File: config.mk
export PLATFORM = sky130hd
export DESIGN_NAME = ttg_top
export DESIGN_NICKNAME = d
export VERILOG_FILES = /design/src/rtl/ttg_pkg.sv /design/src/rtl/ttg_top.sv /design/src/rtl/ttg_sine.sv
export SDC_FILE = /design/constraint.sdc
export NUM_CORES = 2
export LEC_CHECK = 0
export ABC_AREA = 1
export BUFFER_PORTS_ARGS = -buffer_cell sky130_fd_sc_hd__buf_2
export CAP_MARGIN = 30
export CORE_MARGIN = 2
export CORE_UTILIZATION = 46
export DETAILED_ROUTE_END_ITERATION = 8
export PLACE_DENSITY = 0.64
export SLEW_MARGIN = 15
export SYNTH_ARGS = -nofsm -noshare
export SYNTH_HDL_FRONTEND = slang
export SYNTH_HIERARCHICAL = 1
export SYNTH_SLANG_ARGS = --single-unit
File: constraint.sdc
create_clock -name aclk -period 14.7 [get_ports aclk]
set_input_delay 0.735 -clock aclk [delete_from_list [all_inputs] [get_ports aclk]]
set_output_delay 0.735 -clock aclk [all_outputs]
set_load 0.02 [all_outputs]
File: src/rtl/ttg_pkg.sv
// Purpose: constants, types and carriers of the test tone generator
// Assumes: one 250 MHz clock; the sample strobe comes from local logic
// Notes: registers sit on an AXI4-Lite slave, one aligned word each
// Operation
// The generator has two output channels, each with its own source.
// Valid samples come out at any sample rate from 8 kHz to 384 kHz.
// Each channel can send its own fixed 32-bit value on every sample.
// One noise source feeds both channels, so both get the same words.
// Each channel can send a sine of its own frequency and amplitude.
// The noise source is a 16-bit linear feedback shift register.
// Its feedback is x^16 + x^14 + x^13 + x^11 + 1, external XOR form.
// A noise sample holds 2^14 minus the register in both 16-bit halves.
// The register starts at 0x0001 and repeats every 65535 steps.
// Sine values are read from a lookup table, not computed.
// The tone is the sample rate times N over 3072.
// Sine samples get dither at the LSB of the declared data length.
// The controller routes the tones by source select code 3. Here code 3 (SRC_MUTE) sends zero on that channel instead.
// The noise register steps once per output sample.
// The sine phase steps by N modulo 3072 and is scaled by amplitude.
package ttg_pkg;

    // Bus geometry
    localparam int ADDR_W = 8;
    localparam logic [1:0] RESP_OKAY = 2'h0;
    localparam logic [1:0] RESP_SLVERR = 2'h2;

    // Register byte offsets
    localparam logic [7:0] CTRL_OFS = 8'h00;
    localparam logic [7:0] CONST0_OFS = 8'h04;
    localparam logic [7:0] CONST1_OFS = 8'h08;
    localparam logic [7:0] SINE0_OFS = 8'h0C;
    localparam logic [7:0] SINE1_OFS = 8'h10;
    localparam logic [7:0] STATUS_OFS = 8'h14;
    localparam logic [7:0] COUNT_OFS = 8'h18;

    // Control fields
    localparam int EN_BIT = 0;
    localparam int SRC0_LSB = 4;
    localparam int SRC1_LSB = 6;
    localparam int LEN_LSB = 8;
    localparam int STEP_LSB = 0;
    localparam int AMP_LSB = 16;

    // Values after reset
    localparam logic [31:0] CTRL_RST = 32'h0000_0600;
    localparam logic [31:0] CONST_RST = 32'h0000_0000;
    localparam logic [31:0] SINE_RST = 32'h8000_0040;

    // Noise source
    localparam logic [15:0] LFSR_INIT = 16'h0001;
    localparam logic [15:0] LFSR_TAPS = 16'hB400;
    localparam logic [15:0] PRBS_OFFSET = 16'h4000;

    // Sine phase and table
    localparam logic [11:0] PHASE_MOD = 12'hC00;
    localparam logic [11:0] QUARTER = 12'h300;
    localparam logic [11:0] LUT_STEP = 12'h018;
    localparam logic [5:0] LUT_TOP = 6'h20;

    // Data length in slots and dither position
    localparam logic [4:0] SLOTS_16 = 5'h04;
    localparam logic [4:0] SLOTS_20 = 5'h05;
    localparam logic [4:0] DPOS_16 = 5'h10;
    localparam logic [4:0] DPOS_20 = 5'h0C;
    localparam logic [4:0] DPOS_24 = 5'h08;

    // Per-channel source selection
    typedef enum logic [1:0] {
        SRC_DC = 2'b00,
        SRC_PRBS = 2'b01,
        SRC_SINE = 2'b10,
        SRC_MUTE = 2'b11
    } ttg_src_e;

    // One stereo sample frame
    typedef struct packed {
        logic [31:0] right;
        logic [31:0] left;
    } ttg_pair_s;

endpackage

File: src/rtl/ttg_top.sv
// Purpose: two-channel test tone source with AXI4-Lite control
// Assumes: sample_tick is a one-cycle strobe from logic on aclk
// Notes: a two-entry buffer absorbs stalls of the tone receiver
`timescale 1ns/100ps
`default_nettype none
module ttg_top (
    input wire logic aclk,
    input wire logic aresetn,
    input wire logic ce,
    input wire logic sample_tick,
    input wire logic [ttg_pkg::ADDR_W-1:0] awaddr,
    input wire logic awvalid,
    output logic awready,
    input wire logic [31:0] wdata,
    input wire logic [3:0] wstrb,
    input wire logic wvalid,
    output logic wready,
    output logic [1:0] bresp,
    output logic bvalid,
    input wire logic bready,
    input wire logic [ttg_pkg::ADDR_W-1:0] araddr,
    input wire logic arvalid,
    output logic arready,
    output logic [31:0] rdata,
    output logic [1:0] rresp,
    output logic rvalid,
    input wire logic rready,
    output ttg_pkg::ttg_pair_s tone_data,
    output logic tone_valid,
    input wire logic tone_ready
);

    logic aw_held, next_aw_held, w_held, next_w_held, do_wr;
    logic [7:0] wr_addr, next_wr_addr;
    logic [31:0] wr_data, next_wr_data;
    logic [3:0] wr_strb, next_wr_strb;
    logic next_awready, next_wready, next_bvalid;
    logic next_arready, next_rvalid;
    logic [1:0] next_bresp, next_rresp;
    logic [31:0] next_rdata;
    logic [31:0] ctrl, const0, const1, sine0, sine1;
    logic [31:0] next_ctrl, next_const0, next_const1;
    logic [31:0] next_sine0, next_sine1;
    logic [15:0] lfsr, next_lfsr, prbs_half;
    logic [31:0] count, next_count, sine_s0, sine_s1;
    logic pend, next_pend, en, fire, can_push, pop;
    ttg_pkg::ttg_src_e src0, src1;
    ttg_pkg::ttg_pair_s gen, slot1, next_slot1, next_head;
    logic [1:0] buf_count, next_buf_count;
    logic next_tone_valid;

    // Byte-lane merge for writes
    function automatic logic [31:0] merge(input logic [31:0] old,
        input logic [31:0] data, input logic [3:0] strb);
        logic [31:0] r;
        r = old;
        for (int i = 0; i < 4; i++) begin
            if (strb[i]) begin
                r[i*8 +: 8] = data[i*8 +: 8];
            end
        end
        return r;
    endfunction

    function automatic logic mapped(input logic [7:0] a);
        return a == ttg_pkg::CTRL_OFS || a == ttg_pkg::CONST0_OFS
            || a == ttg_pkg::CONST1_OFS || a == ttg_pkg::SINE0_OFS
            || a == ttg_pkg::SINE1_OFS || a == ttg_pkg::STATUS_OFS
            || a == ttg_pkg::COUNT_OFS;
    endfunction

    ////////////////////////////////////////////////////////////////////////
    // Write channel; address and data may come in either order
    always_comb begin
        next_aw_held = aw_held;
        next_w_held = w_held;
        next_wr_addr = wr_addr;
        next_wr_data = wr_data;
        next_wr_strb = wr_strb;
        next_bvalid = bvalid;
        next_bresp = bresp;
        next_ctrl = ctrl;
        next_const0 = const0;
        next_const1 = const1;
        next_sine0 = sine0;
        next_sine1 = sine1;
        do_wr = aw_held && w_held && !bvalid;
        if (awvalid && awready) begin
            next_aw_held = 1'b1;
            next_wr_addr = awaddr;
        end
        if (wvalid && wready) begin
            next_w_held = 1'b1;
            next_wr_data = wdata;
            next_wr_strb = wstrb;
        end
        if (bvalid && bready) begin
            next_bvalid = 1'b0;
        end
        if (do_wr) begin
            next_aw_held = 1'b0;
            next_w_held = 1'b0;
            next_bvalid = 1'b1;
            next_bresp = mapped(wr_addr) ? ttg_pkg::RESP_OKAY
                : ttg_pkg::RESP_SLVERR;
            // Status and count words ignore writes
            unique case (wr_addr)
                ttg_pkg::CTRL_OFS: next_ctrl = merge(ctrl, wr_data, wr_strb);
                ttg_pkg::CONST0_OFS: begin
                    next_const0 = merge(const0, wr_data, wr_strb);
                end
                ttg_pkg::CONST1_OFS: begin
                    next_const1 = merge(const1, wr_data, wr_strb);
                end
                ttg_pkg::SINE0_OFS: next_sine0 = merge(sine0, wr_data, wr_strb);
                ttg_pkg::SINE1_OFS: next_sine1 = merge(sine1, wr_data, wr_strb);
                default: ;
            endcase
        end
        // Hold both ready low until the response is gone
        next_awready = !next_aw_held && !next_bvalid;
        next_wready = !next_w_held && !next_bvalid;
    end

    // Read channel, one cycle from address to data
    always_comb begin
        next_rvalid = rvalid;
        next_rdata = rdata;
        next_rresp = rresp;
        if (rvalid && rready) begin
            next_rvalid = 1'b0;
        end
        if (arvalid && arready) begin
            next_rvalid = 1'b1;
            next_rresp = mapped(araddr) ? ttg_pkg::RESP_OKAY
                : ttg_pkg::RESP_SLVERR;
            unique case (araddr)
                ttg_pkg::CTRL_OFS: next_rdata = ctrl;
                ttg_pkg::CONST0_OFS: next_rdata = const0;
                ttg_pkg::CONST1_OFS: next_rdata = const1;
                ttg_pkg::SINE0_OFS: next_rdata = sine0;
                ttg_pkg::SINE1_OFS: next_rdata = sine1;
                ttg_pkg::STATUS_OFS: next_rdata = {14'h0000, buf_count, lfsr};
                ttg_pkg::COUNT_OFS: next_rdata = count;
                default: next_rdata = 32'h0000_0000;
            endcase
        end
        next_arready = !next_rvalid;
    end

    always_ff @(posedge aclk) begin
        if (!aresetn) begin
            aw_held <= 1'b0;
            w_held <= 1'b0;
            wr_addr <= 8'h00;
            wr_data <= 32'h0000_0000;
            wr_strb <= 4'h0;
            awready <= 1'b1;
            wready <= 1'b1;
            bvalid <= 1'b0;
            bresp <= ttg_pkg::RESP_OKAY;
            arready <= 1'b1;
            rvalid <= 1'b0;
            rdata <= 32'h0000_0000;
            rresp <= ttg_pkg::RESP_OKAY;
            ctrl <= ttg_pkg::CTRL_RST;
            const0 <= ttg_pkg::CONST_RST;
            const1 <= ttg_pkg::CONST_RST;
            sine0 <= ttg_pkg::SINE_RST;
            sine1 <= ttg_pkg::SINE_RST;
        end else if (ce) begin
            aw_held <= next_aw_held;
            w_held <= next_w_held;
            wr_addr <= next_wr_addr;
            wr_data <= next_wr_data;
            wr_strb <= next_wr_strb;
            awready <= next_awready;
            wready <= next_wready;
            bvalid <= next_bvalid;
            bresp <= next_bresp;
            arready <= next_arready;
            rvalid <= next_rvalid;
            rdata <= next_rdata;
            rresp <= next_rresp;
            ctrl <= next_ctrl;
            const0 <= next_const0;
            const1 <= next_const1;
            sine0 <= next_sine0;
            sine1 <= next_sine1;
        end
    end

    ////////////////////////////////////////////////////////////////////////
    // Sine channels, one per side
    ttg_sine u_sine0 (
        .aclk(aclk),
        .aresetn(aresetn),
        .ce(ce),
        .step(fire),
        .n(sine0[ttg_pkg::STEP_LSB +: 12]),
        .amp(sine0[ttg_pkg::AMP_LSB +: 16]),
        .len(ctrl[ttg_pkg::LEN_LSB +: 5]),
        .dither(lfsr[0]),
        .sample(sine_s0)
    );

    ttg_sine u_sine1 (
        .aclk(aclk),
        .aresetn(aresetn),
        .ce(ce),
        .step(fire),
        .n(sine1[ttg_pkg::STEP_LSB +: 12]),
        .amp(sine1[ttg_pkg::AMP_LSB +: 16]),
        .len(ctrl[ttg_pkg::LEN_LSB +: 5]),
        .dither(lfsr[8]),
        .sample(sine_s1)
    );

    // source pick per channel
    function automatic logic [31:0] pick(input ttg_pkg::ttg_src_e s,
        input logic [31:0] dc, input logic [31:0] sn,
        input logic [15:0] half);
        logic [31:0] r;
        r = 32'h0000_0000;
        unique case (s)
            ttg_pkg::SRC_DC: r = dc;
            ttg_pkg::SRC_PRBS: r = {half, half};
            ttg_pkg::SRC_SINE: r = sn;
            ttg_pkg::SRC_MUTE: r = 32'h0000_0000;
        endcase
        return r;
    endfunction

    // Generator; a tick waits while the buffer is full
    always_comb begin
        en = ctrl[ttg_pkg::EN_BIT];
        src0 = ttg_pkg::ttg_src_e'(ctrl[ttg_pkg::SRC0_LSB +: 2]);
        src1 = ttg_pkg::ttg_src_e'(ctrl[ttg_pkg::SRC1_LSB +: 2]);
        can_push = buf_count != 2'h2;
        // one step per tick
        fire = pend && en && can_push;
        next_pend = en && (sample_tick || (pend && !fire));
        // shared offset half
        prbs_half = ttg_pkg::PRBS_OFFSET - lfsr;
        // independent channel sources
        gen.left = pick(src0, const0, sine_s0, prbs_half);
        gen.right = pick(src1, const1, sine_s1, prbs_half);
        next_count = fire ? count + 32'h0000_0001 : count;
        // Fibonacci feedback taps
        next_lfsr = lfsr;
        if (fire) begin
            next_lfsr = {lfsr[14:0], lfsr[15] ^ lfsr[13] ^ lfsr[12] ^ lfsr[10]};
        end
    end

    // R9 16-bit seeded register
    always_ff @(posedge aclk) begin
        if (!aresetn) begin
            lfsr <= ttg_pkg::LFSR_INIT;
            pend <= 1'b0;
            count <= 32'h0000_0000;
        end else if (ce) begin
            lfsr <= next_lfsr;
            pend <= next_pend;
            count <= next_count;
        end
    end

    ////////////////////////////////////////////////////////////////////////
    // Two-entry buffer; head drives the port directly
    always_comb begin
        pop = tone_valid && tone_ready;
        next_head = tone_data;
        next_slot1 = slot1;
        next_buf_count = buf_count;
        if (pop && fire) begin
            if (buf_count == 2'h2) begin
                next_head = slot1;
                next_slot1 = gen;
            end else begin
                next_head = gen;
            end
        end else if (pop) begin
            next_head = slot1;
            next_buf_count = buf_count - 2'h1;
        end else if (fire) begin
            if (buf_count == 2'h0) begin
                next_head = gen;
            end else begin
                next_slot1 = gen;
            end
            next_buf_count = buf_count + 2'h1;
        end
        next_tone_valid = next_buf_count != 2'h0;
    end

    always_ff @(posedge aclk) begin
        if (!aresetn) begin
            tone_data <= '0;
            slot1 <= '0;
            buf_count <= 2'h0;
            tone_valid <= 1'b0;
        end else if (ce) begin
            tone_data <= next_head;
            slot1 <= next_slot1;
            buf_count <= next_buf_count;
            tone_valid <= next_tone_valid;
        end
    end
endmodule
`default_nettype wire

File: src/rtl/ttg_sine.sv
// Purpose: one sine channel, phase accumulator and quarter-wave table
// Assumes: step is a one-cycle pulse per output sample
// Notes: output is combinational from the phase register
`timescale 1ns/100ps
`default_nettype none
module ttg_sine (
    input wire logic aclk,
    input wire logic aresetn,
    input wire logic ce,
    input wire logic step,
    input wire logic [11:0] n,
    input wire logic [15:0] amp,
    input wire logic [4:0] len,
    input wire logic dither,
    output logic [31:0] sample
);

    // Quarter wave, 33 points, full scale at the end
    localparam logic [15:0] SINE_LUT [0:32] = '{
        16'h0000, 16'h0648, 16'h0C8C, 16'h12C8, 16'h18F9, 16'h1F1A,
        16'h2528, 16'h2B1F, 16'h30FB, 16'h36BA, 16'h3C56, 16'h41CE,
        16'h471C, 16'h4C3F, 16'h5133, 16'h55F5, 16'h5A82, 16'h5ED7,
        16'h62F1, 16'h66CF, 16'h6A6D, 16'h6DC9, 16'h70E2, 16'h73B5,
        16'h7641, 16'h7884, 16'h7A7C, 16'h7C29, 16'h7D89, 16'h7E9C,
        16'h7F61, 16'h7FD8, 16'h7FFF};

    logic [11:0] phase, next_phase;
    logic [11:0] n_mod, pos;
    logic [12:0] sum;
    logic [1:0] quad;
    logic [5:0] idx;
    logic signed [15:0] wave;
    logic signed [32:0] prod;
    logic [4:0] dpos;

    ////////////////////////////////////////////////////////////////////////
    // phase step modulo
    always_comb begin
        n_mod = (n >= ttg_pkg::PHASE_MOD) ? n - ttg_pkg::PHASE_MOD : n;
        sum = {1'b0, phase} + {1'b0, n_mod};
        next_phase = phase;
        if (step) begin
            if (sum >= {1'b0, ttg_pkg::PHASE_MOD}) begin
                next_phase = 12'(sum - {1'b0, ttg_pkg::PHASE_MOD});
            end else begin
                next_phase = sum[11:0];
            end
        end
    end

    always_ff @(posedge aclk) begin
        if (!aresetn) begin
            phase <= 12'h000;
        end else if (ce) begin
            phase <= next_phase;
        end
    end

    ////////////////////////////////////////////////////////////////////////
    // table lookup by quadrant
    always_comb begin
        quad = 2'(phase / ttg_pkg::QUARTER);
        pos = phase - 12'(quad * ttg_pkg::QUARTER);
        idx = 6'(pos / ttg_pkg::LUT_STEP);
        // Odd quadrants read the table backwards
        if (quad[0]) begin
            idx = ttg_pkg::LUT_TOP - idx;
        end
        wave = $signed(SINE_LUT[idx]);
        if (quad[1]) begin
            wave = -wave;
        end
    end

    // amplitude scaling
    assign prod = wave * $signed({1'b0, amp});

    // dither position
    // Short lengths fall back to 16 bits, long or unknown to 24 bits
    always_comb begin
        if (len <= ttg_pkg::SLOTS_16) begin
            dpos = ttg_pkg::DPOS_16;
        end else if (len == ttg_pkg::SLOTS_20) begin
            dpos = ttg_pkg::DPOS_20;
        end else begin
            dpos = ttg_pkg::DPOS_24;
        end
        sample = (prod[31:0] & (32'hFFFF_FFFF << dpos))
            ^ ({31'h0000_0000, dither} << dpos);
    end
endmodule
`default_nettype wire

==> results.cfg <==
[logic_synthesis]
ys.warnings.count = 6
syn_inst = 5868
async_flop_share = 0
syn_area_um2 = 42300
yosysSeqAreaShare = 0.213
synth_cell_types = 65
synth_edf_count = 0
netlist_top_cells_area = dfxtp_1 (21%), fa_1 (18%), ha_1 (8.8%), nand2_1 (8.5%), inv_1 (8.3%)
ys_ff_latch = 449
synth_top_cell_area_share = 0.213
synth-main-ff-cell = dfxtp_1
avgSynthCellArea_um2 = 7.20
yosysTopAreaCell = dfxtp_1

[placement]
io_buffers = 165
place_ws_ns = 0.0982
dpl_cell_area_um2 = 43900
place_hpwl_mm = 116
gp_congestion = 1.01

[floorplan]
start_util = 0.462
io_pins = 168
rows = 111
core_um2 = 91400
dieHeight_um = 307
die_area_um2 = 94300
die_w_um = 307

[pwr]
irDropWorstVdd_v = 0.0000894
p_leak_uw = 0.0228
power.density_nw_per_um2 = 54.8

[sta]
fin_crit_ns = 13.71
finClkSkew_ns = 0.0171
tns_ns = 0
whs_ns = 0.448
hold_violations = 0
worstMarginPinSlew_ns = 0.976
drv_slew = 0
slew_headroom = 0.349
setup_viol = 0
fmax_ghz = 0.0730
fin_crit_sh = 0.932
fin_ws_ns = 0.993

[drt]
drc = 0
wl_met2_mm = 67.1
routed_wl_mm = 149
top_layer = met4
via_per_inst = 5.56
drt-pass1-iter-count = 6
met3_length_mm = 10.8
detail_route.wl_per_cell_um = 20.9
drt-initial-drc-count = 3904
antenna_left = 0
drt-met1-wl_mm = 62.1
vias = 39600

[final_layout]
insertedDiodeCount = 0
reg_top3 = slot1: 64 flops, tone_data: 64 flops
final_cell_mix = nand2_1 (955), inv_1 (936), nor2_1 (598)
drive_gt1_frac = 0.0920
layout_commonest_cell = nand2_1
syn_to_final_growth_pct = 7.82
nets = 6652
stdcell_area_um2 = 45600

[clock_tree]
holdBufCountCts = 0
htreeDepth = 2
clk_latency_ns = 0.57
cts_tree = built
cts_root_buf = clkbuf_16
clock_path_buffers = 3
cts_sinks = 449
clkTransAtPathRegs_ns = 0.07
cts_inserted_buffers = 42

[critical_path]
max_stage_delay_ns = 0.59
cp-end-kind = register
cp-startpoint = u_sine1/phase[10]$_SDFFE_PN0P_
crit_arrival_ns = 14.16
crit_slowest_cell = fa_1
r2r_start = u_sine1/phase[10]$_SDFFE_PN0P_
worstSetupPathType = register to register
cp-endpoint = slot1[63]$_SDFFE_PN0P_
critPathLaunchType = register
cp_max_fo = 21
reg2regPathDepth = 77
path_common_cell = nand2_1
r2r_slack_ns = 0.99
crit_required_ns = 15.15
timing.rr.end = slot1[63]$_SDFFE_PN0P_

[grt]
grt_pass1_wl_mm = 227
grt-ovfl-total = 0
track_usage = 0.312
grt_pass1_vias = 38000
antenna_found_initial = 1
grt_max_degree = 94

[status]
outcome = completed

[hold_path]
worstHoldPathType = register to register
min_from = wr_addr[1]$_SDFFE_PN0P_

[flow_run]
drv_cap = 0
worst min path at each step:
| stage | end | slack [ns] | cells after the start |
|---|---|---|---|
| 2_1_floorplan | wr_addr[1]$_SDFFE_PN0P_ | 0.42 | 2 |
| 3_3_place_gp | wr_addr[1]$_SDFFE_PN0P_ | 0.43 | 2 |
| 3_5_place_dp | wr_addr[1]$_SDFFE_PN0P_ | 0.44 | 2 |
| 4_1_cts | wr_addr[6]$_SDFFE_PN0P_ | 0.44 | 3 |
| 5_1_grt | wr_data[23]$_SDFFE_PN0P_ | 0.46 | 3 |
| 6_report | wr_addr[1]$_SDFFE_PN0P_ | 0.45 | 2 |
logic make-up after synthesis:
kind of cell,share of synthesized area
compound gates,0.148
xor+xnor,0.0213
fa+ha+maj,0.272
buf+inv,0.119
flops,0.213
other cells,0.000266
simple gates,0.226
through the flow:
stage	instances	util	power [uW]
CTS	7107	0.496	2510
global route	7122	0.499	2560
global placement	7028	0.479	1350
detailed placement	7031	0.480	1360
finish	7122	0.499	2500
floorplan	5883	-	1320
cell type report:
type	count	area, um^2
Fill cell	9235	45800
Timing Repair Buffer	237	1420
Tap cell	1186	1480
Clock inverter	16	213
Inverter	1000	3760
Clock buffer	60	1230
Multi-Input combinational cell	4174	28500
Sequential cell	449	8990
routing by layer:
layer,vias to the layer above,global-route usage
li1,18700,-
met1,18900,0.416
met2,1648,0.499
met3,345,0.0398
met4,0,0.154
met5,-,0
synth_stat cells, drive strengths merged, types with 4 or more instances:
cell	n
nor3	28
inv	978
nand2	1023
o21bai	16
dfxtp	449
xor2	68
ha	296
a31oi	29
nor4	6
nand4	36
or2	6
nor3b	15
nand3	411
nand3b	4
o21ai	561
buf	146
fa	390
a21o	12
clkinv	22
a21oi	503
a22o	6
clkbuf	114
o211ai	24
a211oi	4
o21a	7
xnor2	30
nor2	654
and3	8
what timing repair did:
item | in CTS | in global routing
endpoints found under the hold margin | 0 | 0
gates resized for setup | 0 | 32
buffers inserted | 0 | 14
setup endpoints to repair | 0 | 54
worst max-delay path: cells and delay by family (launching register included):
family	cells	cell delay, ns
flip-flops	1	0.34
adder cells (fa/ha/maj)	10	4.42
XOR/XNOR	3	0.76
buffers and inverters	14	1.45
AO/OA/AOI/OAI	11	1.49
AND/OR/NAND/NOR	39	5.09
power by group:
| group | internal (uW) | switching (uW) | total [uW] |
|---|---|---|---|
| combinational | 21.9 | 76.1 | 98.0 |
| sequential | 1230 | 5.04 | 1230 |
| clock | 672 | 495 | 1170 |
Power figures use the tool's default switching activity.
